<file path="src/inc/fpei_pkg.sv">
/*
 flash program/erase interface: register map, field positions, key codes,
 timing counts and shared types.
 assumes a 200 MHz system clock and byte-wide register access.
*/
package fpei_pkg;
	// ==========================================================
	// register map
	localparam logic [7:0] KEY_ADDR = 8'h84;
	localparam logic [7:0] CTL_ADDR = 8'h85;
	localparam logic [7:0] IRQ_STAT_ADDR = 8'h86;
	localparam logic [7:0] IRQ_MASK_ADDR = 8'h87;
	localparam logic [7:0] CTL_RESET = 8'h00;
	localparam logic [7:0] KEY_RESET = 8'h00;
	// ==========================================================
	// control fields
	localparam int PROG_EN_BIT = 0;
	localparam int ERASE_EN_BIT = 1;
	localparam int TRIGGER_BIT = 3;
	localparam int ERROR_BIT = 4;
	// ==========================================================
	// key bytes
	localparam logic [7:0] KEY_FIRST = 8'h5a;
	localparam logic [7:0] KEY_SECOND = 8'h1f;
	// ==========================================================
	// timing
	localparam int CLK_MHZ = 200;
	localparam int ERASE_TIME_MS = 120;
	localparam int PROG_TIME_US = 100;
	localparam int ERASE_CYCLES = ERASE_TIME_MS * 1000 * CLK_MHZ;
	localparam int PROG_CYCLES = PROG_TIME_US * CLK_MHZ;
	// ==========================================================
	// interrupt status bits
	localparam int IRQ_DONE_BIT = 0;
	localparam int IRQ_ERR_BIT = 1;
	localparam int IRQ_FREEZE_BIT = 2;
	// ==========================================================
	// types
	typedef enum logic [1:0] {
		KEY_LOCKED = 2'b00,
		KEY_HALF = 2'b01,
		KEY_FROZEN = 2'b10,
		KEY_OPEN = 2'b11
	} fpei_key_t;
	typedef enum logic [1:0] {
		OP_IDLE = 2'b00,
		OP_ERASE = 2'b01,
		OP_PROG = 2'b10
	} fpei_op_t;
	typedef struct packed {
		logic [7:0] addr;
		logic [7:0] wdata;
		logic wr;
		logic rd;
	} fpei_regreq_t;
	typedef struct packed {
		logic [15:0] addr;
		logic [7:0] data;
		logic wr;
	} fpei_xmem_t;
	typedef struct packed {
		logic [15:0] addr;
		logic [7:0] data;
		logic erase;
		logic prog;
	} fpei_flash_t;
endpackage

</file>
<file path="src/verilog/fpei_flash_if.sv">
/*
 flash program/erase interface: key lock, control register, target
 capture, operation timer and interrupt status.
 assumes a single-cycle register port and a flash array that reports
 a failed operation on flashFail when the timer ends.
*/
// Decided for this implementation: the address-and-strobe port.
`timescale 1ns/1ps
// Functional notes
// - control bit 4 reads the error of the last operation or refused trigger, read-only
// - writing 1 to control bit 3 launches the operation; 0 does nothing
// - erase needs program and erase enables; otherwise a byte program
// - program enable clear blocks both program and erase
// - key opens only after first key byte then second key byte
// - wrong key order or value freezes the key until system reset
// - any control write while open relocks the key
// - key read gives state in bits 1:0: 00 locked,01 half,11 open,10 frozen
// - operation length set by internal timer; completion relocks key
module fpei_flash_if #(
	parameter int ERASE_CNT = fpei_pkg::ERASE_CYCLES,
	parameter int PROG_CNT = fpei_pkg::PROG_CYCLES
)(
	input wire logic clk_sys,
	input wire logic reset,
	input wire fpei_pkg::fpei_regreq_t regReq,
	output logic [7:0] regRdata,
	input wire fpei_pkg::fpei_xmem_t xmemIn,
	output logic xmemRamWr,
	output fpei_pkg::fpei_flash_t flashCmd,
	input wire logic flashFail,
	output logic flashBusy,
	output logic irq
);
	// ==========================================================
	// state
	typedef struct packed {
		fpei_pkg::fpei_key_t key;
		logic progEn;
		logic eraseEn;
		logic opErr;
		fpei_pkg::fpei_op_t op;
		logic [31:0] cnt;
		logic [15:0] tgtAddr;
		logic [7:0] tgtData;
		logic tgtValid;
		fpei_pkg::fpei_flash_t cmd;
		logic [2:0] irqStat;
		logic [2:0] irqMask;
		logic [7:0] rdata;
	} fpei_state_t;

	fpei_state_t st_r;
	fpei_state_t st_nxt;

	function automatic logic [7:0] ctlView(input fpei_state_t s);
		logic [7:0] v;
		v = 8'h00;
		v[fpei_pkg::PROG_EN_BIT] = s.progEn;
		v[fpei_pkg::ERASE_EN_BIT] = s.eraseEn;
		v[fpei_pkg::ERROR_BIT] = s.opErr;
		return v;
	endfunction

	logic keyWr;
	logic ctlWr;
	logic armed;
	logic opEnd;
	logic [2:0] evt;

	assign keyWr = regReq.wr && regReq.addr == fpei_pkg::KEY_ADDR;
	assign ctlWr = regReq.wr && regReq.addr == fpei_pkg::CTL_ADDR;
	assign armed = st_r.key == fpei_pkg::KEY_OPEN && st_r.progEn;
	assign opEnd = st_r.op != fpei_pkg::OP_IDLE && st_r.cnt == 32'h0;

	// ==========================================================
	// next state
	always_comb
	begin
		st_nxt = st_r;
		evt = 3'h0;
		st_nxt.cmd.erase = 1'b0;
		st_nxt.cmd.prog = 1'b0;
		// key sequence
		if (keyWr && st_r.op == fpei_pkg::OP_IDLE)
		begin
			unique case (st_r.key)
				fpei_pkg::KEY_LOCKED:
				begin
					if (regReq.wdata == fpei_pkg::KEY_FIRST)
						st_nxt.key = fpei_pkg::KEY_HALF;
					else
						st_nxt.key = fpei_pkg::KEY_FROZEN;
				end
				fpei_pkg::KEY_HALF:
				begin
					if (regReq.wdata == fpei_pkg::KEY_SECOND)
						st_nxt.key = fpei_pkg::KEY_OPEN;
					else
						st_nxt.key = fpei_pkg::KEY_FROZEN;
				end
				// a key write while already open counts as a bad sequence
				fpei_pkg::KEY_OPEN: st_nxt.key = fpei_pkg::KEY_FROZEN;
				fpei_pkg::KEY_FROZEN: st_nxt.key = fpei_pkg::KEY_FROZEN;
			endcase
		end
		if (st_nxt.key == fpei_pkg::KEY_FROZEN &&
			st_r.key != fpei_pkg::KEY_FROZEN)
			evt[fpei_pkg::IRQ_FREEZE_BIT] = 1'b1;
		// target capture
		if (xmemIn.wr && armed && st_r.op == fpei_pkg::OP_IDLE)
		begin
			st_nxt.tgtAddr = xmemIn.addr;
			st_nxt.tgtData = xmemIn.data;
			st_nxt.tgtValid = 1'b1;
		end
		// control writes; ignored while an operation runs
		if (ctlWr && st_r.op == fpei_pkg::OP_IDLE)
		begin
			st_nxt.progEn = regReq.wdata[fpei_pkg::PROG_EN_BIT];
			st_nxt.eraseEn = regReq.wdata[fpei_pkg::ERASE_EN_BIT];
			if (st_r.key == fpei_pkg::KEY_OPEN)
			begin
				st_nxt.key = fpei_pkg::KEY_LOCKED;
				// launch uses enables as armed before this write
				if (regReq.wdata[fpei_pkg::TRIGGER_BIT] && st_r.progEn &&
					st_r.tgtValid)
				begin
					st_nxt.cmd.addr = st_r.tgtAddr;
					st_nxt.cmd.data = st_r.tgtData;
					st_nxt.opErr = 1'b0;
					st_nxt.tgtValid = 1'b0;
					if (st_r.eraseEn)
					begin
						st_nxt.op = fpei_pkg::OP_ERASE;
						st_nxt.cmd.erase = 1'b1;
						st_nxt.cnt = ERASE_CNT - 1;
					end
					else
					begin
						st_nxt.op = fpei_pkg::OP_PROG;
						st_nxt.cmd.prog = 1'b1;
						st_nxt.cnt = PROG_CNT - 1;
					end
				end
			end
			// trigger without a valid armed state is an error
			if (regReq.wdata[fpei_pkg::TRIGGER_BIT] &&
				!(st_r.key == fpei_pkg::KEY_OPEN && st_r.progEn &&
				st_r.tgtValid))
			begin
				st_nxt.opErr = 1'b1;
				evt[fpei_pkg::IRQ_ERR_BIT] = 1'b1;
			end
		end
		// operation timer
		if (st_r.op != fpei_pkg::OP_IDLE)
		begin
			if (opEnd)
			begin
				st_nxt.op = fpei_pkg::OP_IDLE;
				st_nxt.opErr = flashFail;
				if (st_r.key != fpei_pkg::KEY_FROZEN)
					st_nxt.key = fpei_pkg::KEY_LOCKED;
				evt[fpei_pkg::IRQ_DONE_BIT] = 1'b1;
				evt[fpei_pkg::IRQ_ERR_BIT] = flashFail;
			end
			else
				st_nxt.cnt = st_r.cnt - 32'h1;
		end
		// interrupt status: write one clears, set wins
		if (regReq.wr && regReq.addr == fpei_pkg::IRQ_STAT_ADDR)
			st_nxt.irqStat = st_r.irqStat & ~regReq.wdata[2:0];
		if (regReq.wr && regReq.addr == fpei_pkg::IRQ_MASK_ADDR)
			st_nxt.irqMask = regReq.wdata[2:0];
		st_nxt.irqStat = st_nxt.irqStat | evt;
		// read data, one cycle after the strobe
		st_nxt.rdata = 8'h00;
		if (regReq.rd)
		begin
			unique case (regReq.addr)
				fpei_pkg::KEY_ADDR: st_nxt.rdata = {6'h0, st_r.key};
				fpei_pkg::CTL_ADDR: st_nxt.rdata = ctlView(st_r);
				fpei_pkg::IRQ_STAT_ADDR: st_nxt.rdata = {5'h0, st_r.irqStat};
				fpei_pkg::IRQ_MASK_ADDR: st_nxt.rdata = {5'h0, st_r.irqMask};
				default: st_nxt.rdata = 8'h00;
			endcase
		end
	end

	// ==========================================================
	// registers
	always_ff @(posedge clk_sys)
	begin
		if (reset)
		begin
			st_r <= '0;
			st_r.key <= fpei_pkg::KEY_LOCKED;
			st_r.op <= fpei_pkg::OP_IDLE;
			{st_r.progEn, st_r.eraseEn} <= fpei_pkg::CTL_RESET[1:0];
		end
		else
			st_r <= st_nxt;
	end

	// ==========================================================
	// outputs
	assign regRdata = st_r.rdata;
	assign flashCmd = st_r.cmd;
	assign flashBusy = st_r.op != fpei_pkg::OP_IDLE;
	assign xmemRamWr = xmemIn.wr && !(armed && st_r.op ==
		fpei_pkg::OP_IDLE);
	assign irq = |(st_r.irqStat & st_r.irqMask);
endmodule

</file>
<file path="config.mk">
export PLATFORM = sky130hd
export DESIGN_NAME = fpei_flash_if
export DESIGN_NICKNAME = d
export VERILOG_FILES = /design/src/inc/fpei_pkg.sv /design/src/verilog/fpei_flash_if.sv
export SDC_FILE = /design/constraint.sdc
export NUM_CORES = 1
export LEC_CHECK = 0
export ABC_AREA = 1
export BUFFER_PORTS_ARGS = -buffer_cell sky130_fd_sc_hd__buf_2
export CAP_MARGIN = 25
export CELL_PAD_IN_SITES_DETAIL_PLACEMENT = 1
export CELL_PAD_IN_SITES_GLOBAL_PLACEMENT = 1
export CORE_MARGIN = 4
export CORE_UTILIZATION = 44
export DETAILED_ROUTE_END_ITERATION = 16
export PLACE_DENSITY_LB_ADDON = 0.2
export SLEW_MARGIN = 20
export SYNTH_ARGS = -nofsm -noshare
export SYNTH_HDL_FRONTEND = slang
export SYNTH_SLANG_ARGS = --single-unit
</file>
<file path="constraint.sdc">
create_clock -name clk_sys -period 3.1 [get_ports clk_sys]
set_clock_uncertainty 0.2 [all_clocks]
set_input_delay 0.155 -clock clk_sys [delete_from_list [all_inputs] [get_ports clk_sys]]
set_output_delay 0.155 -clock clk_sys [all_outputs]
set_load 0.01 [all_outputs]
</file>
==> results.toml, run 1 <==
[die]
fp.dieArea_sq_um = 13500
die_w_microns = 116
core_area_sq_um = 11400
die-height_microns = 116
start_util_pct = 45.0
pin_count = 83
num_rows = 39

[synth]
synth_top_area_share_pct = 39.0
yosysUniqueCellTypes = 42
syn_inst = 730
yosysSeqAreaShare_pct = 39.0
synth_top_family_by_area = "simple AND/OR/NAND/NOR gates"
synthXorXnorAreaFrac_pct = 3.07
yosys_warnings = 0
synthSimpleGateAreaFrac_pct = 28.2
synthTopCellsByArea = "dfxtp_1 (39%), nand2_1 (8.2%), nor2_1 (7.6%), o21ai_0 (7.3%), nand3_1 (5.9%)"
synth_common_cells = "nand2_1 (112), nor2_1 (104), dfxtp_1 (100), inv_1 (75), o21ai_0 (75)"
syn_area_per_cell_sq_um = 7.03
synth_edf_count = 0
syn_area_sq_um = 5130
synthMostInstantiatedCell = "nand2_1"
yosys.area.top_type = "dfxtp_1"
synth_compound_area_share_pct = 15.6
async_flop_share_pct = 0
synth_mux_area_share_pct = 0
ys_ff_latch = 100
synth_ff_type = "dfxtp_1"
synth_adder_area_share_pct = 0.244

[worst_setup_path]
crit_path_cell_trace = "or2_2 > nor2_4 > nand4_4 > buf_4 > nand3_1 > o21ai_0"
crit_arrival_ns = 2.47
crit_slowest_cell = "nand4_4"
cp-startpoint = "st_r[97]$_SDFF_PP0_"
r2r_setup_slack_ns = 0.66
cp-endpoint = "flashCmd[11]$_SDFFE_PP0P_"
setup.worst_path.end_class = "flop"
critPathLaunchType = "flop"
cpPeakStageDelay_ns = 0.56
worstSetupPathType = "flop to flop"
reg2regPathDepth = 6
worstReg2RegEnd = "flashCmd[11]$_SDFFE_PP0P_"
worstPathMaxFanout = 39
regToRegStartpoint = "st_r[97]$_SDFF_PP0_"
required_ns = 3.13

[clocking]
cts-buffers-inserted = 9
tritoncts = "done"
insertion_delay_ns = 0.35
path_clk_slew_ns = 0.07
clock-sinks = 100
cts_resized = 0
clockRootBuffer = "clkbuf_16"
clk_path_buf_depth = 2
htree_levels = 3

[outcome]
status = "complete, no violations"

[place]
placed_area_sq_um = 5350
place.gp.congestion = 0.860
hpwl_microns = 10500
port_buffers = 78

[job]
maxCapViolCount = 0

[timing]
finalMaxSlewViolations = 0
hold_viol_final = 0
fmaxAchievable_mhz = 409
rsz0062_at_grt = "no"
finalCriticalPeriod_ns = 2.44
worst_slew_pin_slew_ns = 0.696
setup-tns-final_ns = 0
fin_crit_sh_pct = 78.8
slew_headroom_pct = 53.5
finalSetupViolCount = 0

[global_routing]
track_usage_pct = 22.2
grt_pass1_vias = 5069
grt_antenna_before_repair = 0
gr-total-overflow = 0
grt_pass1_wl_microns = 24000
grt_max_degree = 50

[layout]
area_delta_synth_final_pct = 15.7
nets = 842
layout-drive-gt1-share_pct = 16.8
fin_area_sq_um = 5940
diodes = 0

[drt]
route.detailed.drc = 0
detail_route.wirelength_microns = 14700
num_vias = 4940
drt-pass1-iter-count = 4
routedWlPerCell_microns = 15.5
vias_per_cell = 5.24
drt-initial-drc-count = 261
ant_nets = 0

[power_and_ir_drop]
vdd_drop_max_mv = 0.243
p_leak_nw = 2.65
power_density_nw_per_um2 = 423

[worst_hold_path]
hold_path.class = "input pin to flop"
==> metrics by stage <==
step | total power [mW] | cells | worst slack (ns) | utilization (%) | hold slack [ns]
6_report | 2.51 | 943 | 0.656 | 52.0 | 0.0379
5_1_grt | 2.59 | 943 | 0.427 | 52.0 | 0.0354
4_1_cts | 2.53 | 943 | 0.640 | 52.0 | 0.0260
3_5_place_dp | 1.40 | 897 | 0.649 | 46.8 | 0.241
3_3_place_gp | 1.40 | 897 | 0.721 | 46.8 | 0.233
2_1_floorplan | 1.36 | 733 | 1.28 | - | 0.124
==> critical path, delay by kind of cell (launching register included) <==
family	cells	cell delay, ns
simple gates	4	1.27
buf+inv	1	0.44
flops	1	0.31
compound gates	1	0.08
==> cells by family after synthesis <==
group                    after synthesis
other                                  1
buffers and inverters                142
adder cells (fa/ha/maj)                1
flip-flops                           100
AO/OA/AOI/OAI                        151
XOR/XNOR                              18
AND/OR/NAND/NOR                      317
==> area by class of cell <==
type                            count  area [sq um]
Clock buffer                       10           229
Inverter                           80           304
Tap cell                          143           179
Sequential cell                   100          2000
Fill cell                        1520          5480
Timing Repair Buffer              113           728
Clock inverter                      6          60.1
Multi-Input combinational cell    491          2440
==> sequential cells by signal, indices dropped and copies added (netlist names) <==
register	count
flashCmd	26
regRdata	4
st_r	70
==> layout by cell type (no fill, tap or decap), drive strengths merged, types with 4 or more instances in the layout <==
| master | count |
|---|---|
| nor3 | 5 |
| o21ai | 81 |
| xnor2 | 10 |
| nor2 | 113 |
| dfxtp | 100 |
| inv | 80 |
| xor2 | 8 |
| o22ai | 4 |
| clkinv | 4 |
| nand4 | 8 |
| a21oi | 60 |
| or2 | 5 |
| nand2 | 122 |
| nand3 | 61 |
| dlygate4sd3 | 30 |
| clkbuf | 10 |
| buf | 83 |
| conb | 4 |
==> worst min path at each step <==
stage / from / depth (start not counted) / end
after floorplan: flashFail / 2 / st_r[99]$_SDFF_PP0_
after global placement: xmemIn[4] / 3 / st_r[44]$_SDFFE_PP0P_
after detailed placement: st_r[99]$_SDFF_PP0_ / 2 / regRdata[4]$_SDFF_PP0_
after CTS: regReq[11] / 5 / regRdata[2]$_SDFF_PP0_
after global routing: regReq[11] / 5 / regRdata[2]$_SDFF_PP0_
final: regReq[11] / 5 / regRdata[2]$_SDFF_PP0_
==> routing by layer <==
metal	global-route usage [%]	wire, microns	up-vias
li1	-	-	2450
met1	26.2	6240	2379
met2	40.3	7620	81
met3	3.19	435	30
met4	8.97	356	0
met5	0	0	-
==> timing repair <==
action	CTS	global route
buffers inserted	0	0
hold endpoints to repair	35	0
hold buffers	30	0
endpoints found under the setup margin	0	0
==> where the power goes <==
part / switching (mW) / internal [mW]
Combinational: 0.0629 / 0.0575
Clock: 0.545 / 0.563
Sequential: 0.000162 / 1.28
No activity file was read; power rests on OpenSTA's default activity.
==> run 2, diff against run 1 <==
--- a/config.mk
+++ b/config.mk
@@ -11,7 +11,7 @@
 export CELL_PAD_IN_SITES_DETAIL_PLACEMENT = 1
 export CELL_PAD_IN_SITES_GLOBAL_PLACEMENT = 1
 export CORE_MARGIN = 4
-export CORE_UTILIZATION = 44
+export CORE_UTILIZATION = 37
 export DETAILED_ROUTE_END_ITERATION = 16
 export PLACE_DENSITY_LB_ADDON = 0.2
 export SLEW_MARGIN = 20
==> constraint.sdc (replaced) <==
create_clock -name clk_sys -period 2 [get_ports clk_sys]
set_clock_uncertainty 0.2 [all_clocks]
set_input_delay 0.1 -clock clk_sys [delete_from_list [all_inputs] [get_ports clk_sys]]
set_output_delay 0.1 -clock clk_sys [all_outputs]
set_load 0.01 [all_outputs]
==> run 2 against run 1 <==
Combinational power grew 62%. Via count grew 1.2%. Die area up 18%. Clock power increased by 67%. Design area grew 6.2%. Sequential power rose by 55%. Total power grew 61%. Critical endpoint is now st_r[77]$_SDFF_PP0_. Largest cell class unchanged. Register-to-register slack got worse by 0.55 ns.
==> results.toml, run 2 (synthesis results as in run 1) <==
[clocking]
tritoncts = "done"
clk_path_buf_depth = 2
htree_levels = 3
clock-sinks = 100
cts-buffers-inserted = 9
clockRootBuffer = "clkbuf_16"
path_clk_slew_ns = 0.08
insertion_delay_ns = 0.36

[global_routing]
grt_max_degree = 59
gr-total-overflow = 0
grt_antenna_before_repair = 0
grt_pass1_wl_microns = 26000
track_usage_pct = 20.0
grt_pass1_vias = 5351

[die]
fp.dieArea_sq_um = 15800
die_w_microns = 126
start_util_pct = 38.3
pin_count = 83
die-height_microns = 126
core_area_sq_um = 13400
num_rows = 42

[layout]
mostFrequentLayoutCell = "nand2_1"
multi_input_area_sq_um = 2530
mostFrequentLayoutCells = "nand2_1 (111), dfxtp_1 (98), nor2_1 (94)"
area_delta_synth_final_pct = 22.8
seqCellArea_sq_um = 2000
final_core_util_pct = 47.1
nets = 867
regMostFlops = "st_r"
n_fill_cell = 1749
layout-drive-gt1-share_pct = 21.1
largest_register_ffs = 70
diodes = 0

[timing]
hold_viol_final = 0
rsz0062_at_grt = "yes"
fin_crit_sh_pct = 94.8
finalSetupViolCount = 0
finalWorstSetupSlack_ns = 0.103
finalMaxSlewViolations = 0
fmaxAchievable_mhz = 527
setup-tns-final_ns = 0
finalCriticalPeriod_ns = 1.90

[worst_setup_path]
crit_path_cell_trace = "inv_2 > ha_4 > nand2_4 > nor2_8 > nand2_4 > nor2_4 > nand2_4 > buf_4 > nand2_4 > o21ai_0 > nor2_1"
path_delay_family = "simple AND/OR/NAND/NOR gates"
crit_slowest_cell = "dfxtp_1"
crit_top_cell = "nand2_4"
critPathLaunchType = "flop"
crit_arrival_ns = 1.99
crit_buf_inv = 2
worstSetupPathType = "flop to flop"
worstPathMaxFanout = 6
setup.worst_path.end_class = "flop"
cpPeakStageDelay_ns = 0.33
required_ns = 2.10

[power_and_ir_drop]
finalPower_mw = 4.03
power_density_nw_per_um2 = 639
p_leak_nw = 2.82
vdd_drop_max_mv = 0.328

[drt]
ant_nets = 0
drt-pass1-iter-count = 4
detail_route.wirelength_microns = 15500
routedWlPerCell_microns = 15.4
route.detailed.drc = 0
drt-initial-drc-count = 249
num_vias = 5001
vias_per_cell = 5.00

[place]
place.gp.congestion = 0.853
hpwl_microns = 10700
port_buffers = 78
dp_slack_ns = -0.0757

[outcome]
status = "complete, no violations"

[worst_hold_path]
hold_path.class = "input pin to flop"

[job]
maxCapViolCount = 0
## run 2: cell types whose count changed in the layout (fill, tap and decap cells not counted), moves of 2 or more
cell	before	now
buf_12	0	2
buf_4	5	22
dfxtp_1	100	98
dfxtp_2	0	2
dlygate4sd3_1	30	33
inv_1	74	72
nor2_1	104	94
nor2_2	5	14
o21ai_0	75	73
o21ai_1	6	8
## run 2: timing repair
action / 4_1_cts / 5_1_grt
hold buffers: 33 / 0
endpoints found under the setup margin: 18 / 55
gates cloned: 2 / 0
gates resized for setup: 6 / 21
setup buffers: 2 / 4
endpoints found under the hold margin: 38 / 0
pin swaps: 2 / 6
## run 2: cell type report
class                   count  area share, %
multi-input cells         493           40.1
clock buffers               9           3.57
inverters                  80           4.86
repair buffers            136           14.9
well taps                 176           3.49
clock inverters             7           1.29
flip-flops and latches    100           31.8
## run 2: power breakdown
| group | switching [mW] | internal, mW |
|---|---|---|
| registers | 0.000264 | 1.99 |
| logic | 0.0996 | 0.0940 |
| clock network | 0.856 | 0.991 |
## run 2: worst min-delay path: cells and delay by family
family / cells / cell delay, ns
buffers and inverters: 2 / 0.37
AOI/OAI and AO/OA: 1 / 0.06
## run 2: final timing paths
check / start / endpoint / slack (ns) / depth (start not counted)
min: reset / st_r[11]$_SDFF_PP0_ / 0.03 / 3
min reg2reg: st_r[43]$_SDFFE_PP0P_ / st_r[43]$_SDFFE_PP0P_ / 0.25 / 2
max: st_r[65]$_SDFF_PP0_ / st_r[77]$_SDFF_PP0_ / 0.10 / 11
max reg2reg: st_r[65]$_SDFF_PP0_ / st_r[77]$_SDFF_PP0_ / 0.10 / 11
## run 2: through the flow
stage	std cells	area [sq um]	hold slack (ns)
finish	1001	6310	0.0285
global route	1001	6310	0.0534
CTS	997	6220	0.0148
detailed placement	944	5520	0.188
global placement	944	5520	0.179
floorplan	733	5140	0.0691
## run 2: per-layer routing
layer	track usage, %	share of wire (%)	vias to the layer above
met5	0	0	-
met4	6.62	2.0	0
met3	3.22	2.7	22
met2	36.2	52	77
met1	24.2	43	2399
li1	-	-	2503
==> run 3, diff against run 2 <==
--- a/config.mk
+++ b/config.mk
@@ -13,6 +13,7 @@
 export CORE_MARGIN = 4
 export CORE_UTILIZATION = 37
 export DETAILED_ROUTE_END_ITERATION = 16
+export HOLD_SLACK_MARGIN = 0.12
 export PLACE_DENSITY_LB_ADDON = 0.2
 export SLEW_MARGIN = 20
 export SYNTH_ARGS = -nofsm -noshare
==> run 3 against run 2 <==
Setup slack lost 0.013 ns. Worst hold slack gained 0.10 ns. Routed wire length grew 1.1%. Total power grew 0.32%. Non-clock buffer count grew 11. Sequential share of layout area shrank 0.47 points. Sequential power is essentially flat. Die area is the same. First-iteration DRC count shrank 1.6%. Core utilization grew 0.71 points. Clock power is essentially flat. Global-route usage grew 0.25 points. Largest cell class unchanged.
==> results.toml, run 3 (synthesis results as in run 1) <==
[outcome]
status = "complete, no violations"

[drt]
routedWlPerCell_microns = 15.4
drt-pass1-iter-count = 4
detail_route.wirelength_microns = 15600
num_vias = 5038
route.detailed.drc = 0
drt-initial-drc-count = 245
ant_nets = 0
vias_per_cell = 4.98

[layout]
n_fill_cell = 1747
regMostFlops = "st_r"
layout-drive-gt1-share_pct = 20.7
nets = 878
mostFrequentLayoutCells = "nand2_1 (111), dfxtp_1 (98), nor2_1 (97)"
largest_register_ffs = 70
area_delta_synth_final_pct = 24.7
mostFrequentLayoutCell = "nand2_1"
seqCellArea_sq_um = 2000
final_core_util_pct = 47.8
multi_input_area_sq_um = 2520
diodes = 0

[worst_setup_path]
path_delay_family = "simple AND/OR/NAND/NOR gates"
worstPathMaxFanout = 12
setup.worst_path.end_class = "flop"
crit_buf_inv = 1
worstSetupPathType = "flop to flop"
crit_slowest_cell = "dfxtp_1"
critPathLaunchType = "flop"
crit_arrival_ns = 1.95
cpPeakStageDelay_ns = 0.33
crit_path_cell_trace = "inv_2 > ha_4 > nand2_2 > nor2_8 > nand2_4 > nor2_4 > nand2_4 > nand2_8 > nand2_8 > a21oi_1 > nor2_1"
required_ns = 2.04

[timing]
finalSetupViolCount = 0
finalMaxSlewViolations = 0
fin_crit_sh_pct = 95.5
finalCriticalPeriod_ns = 1.91
hold_viol_final = 0
fmaxAchievable_mhz = 524
rsz0062_at_grt = "yes"

[clocking]
insertion_delay_ns = 0.36
clockRootBuffer = "clkbuf_16"
cts-buffers-inserted = 9
path_clk_slew_ns = 0.07
tritoncts = "done"
clock-sinks = 100
clk_path_buf_depth = 2
htree_levels = 3

[power_and_ir_drop]
power_density_nw_per_um2 = 632
p_leak_nw = 2.87
power_frac_clock_pct = 45.8
power_frac_comb_pct = 5.0
seq_power_share_pct = 49.2
switching_share_pct = 23.8
power_switching_mw = 0.960
finalPower_mw = 4.04
p_int_mw = 3.08
vdd_drop_max_mv = 0.331

[die]
num_rows = 42
core_area_sq_um = 13400
start_util_pct = 38.3
die_w_microns = 126
fp.dieArea_sq_um = 15800
die-height_microns = 126
pin_count = 83

[worst_hold_path]
hold_path.class = "input pin to flop"

[place]
hpwl_microns = 10700
place.gp.congestion = 0.853
port_buffers = 78

[global_routing]
grt_antenna_before_repair = 0
gr-total-overflow = 0
grt_pass1_vias = 5388
grt_max_degree = 59
track_usage_pct = 20.3
grt_pass1_wl_microns = 26300

[job]
maxCapViolCount = 0
==> run 3: layout make-up <==
type                       count  share of cell area, %
tap                          176                   3.44
sequential                   100                   31.3
multi-input combinational    493                   39.3
timing repair buffer         147                   16.3
inverter                      80                   4.83
clock inverter                 7                   1.27
clock buffer                   9                   3.52
==> run 3: worst register-to-register path: cells and delay by family, from the launching register on <==
kind | cells | cell delay [ns]
fa+ha+maj | 1 | 0.16
compound gates | 1 | 0.14
buf+inv | 1 | 0.10
flops | 1 | 0.33
simple gates | 8 | 0.89
==> run 3: per-stage QoR <==
step	hold WS (ns)	TNS, ns	setup WS (ns)	area (sq um)	cells
global placement	0.179	0	0.0624	5520	944
detailed placement	0.188	-0.281	-0.0757	5520	944
floorplan	0.0691	0	0.180	5140	733
finish	0.132	0	0.0906	6400	1012
CTS	0.130	0	0.000469	6310	1006
global route	0.189	-0.0452	-0.0294	6400	1012
==> run 3: layer usage <==
layer / GRT usage, % / wire length [microns] / vias up
li1: - / - / 2525
met1: 24.5 / 6750 / 2422
met2: 36.8 / 8190 / 71
met3: 3.26 / 391 / 20
met4: 6.44 / 293 / 0
met5: 0 / 0 / -
==> run 3: worst paths after layout <==
path / startpoint / to / slack, ns / cells past startpoint
max reg2reg: st_r[65]$_SDFF_PP0_ / st_r[72]$_SDFF_PP0_ / 0.09 / 11
max: st_r[65]$_SDFF_PP0_ / st_r[72]$_SDFF_PP0_ / 0.09 / 11
min: regReq[7] / st_r[102]$_SDFF_PP0_ / 0.13 / 8
min reg2reg: st_r[43]$_SDFFE_PP0P_ / st_r[43]$_SDFFE_PP0P_ / 0.25 / 2
==> run 3: what timing repair did <==
| item | 4_1_cts | 5_1_grt |
|---|---|---|
| cloned | 2 | 0 |
| hold endpoints to repair | 77 | 0 |
| resized for setup | 6 | 18 |
| endpoints found under the setup margin | 18 | 55 |
| pin swaps | 2 | 7 |
| hold buffers | 42 | 0 |
| buffers inserted | 2 | 6 |
==> run 3: power groups by stage <==
stage	Combinational [mW]	Clock [mW]	Sequential, mW
finish	0.203	1.85	1.99
global placement	0.139	0	2.04
CTS	0.201	1.90	1.99
global route	0.229	1.99	1.99
floorplan	0.0749	0	2.04
detailed placement	0.143	0	2.04
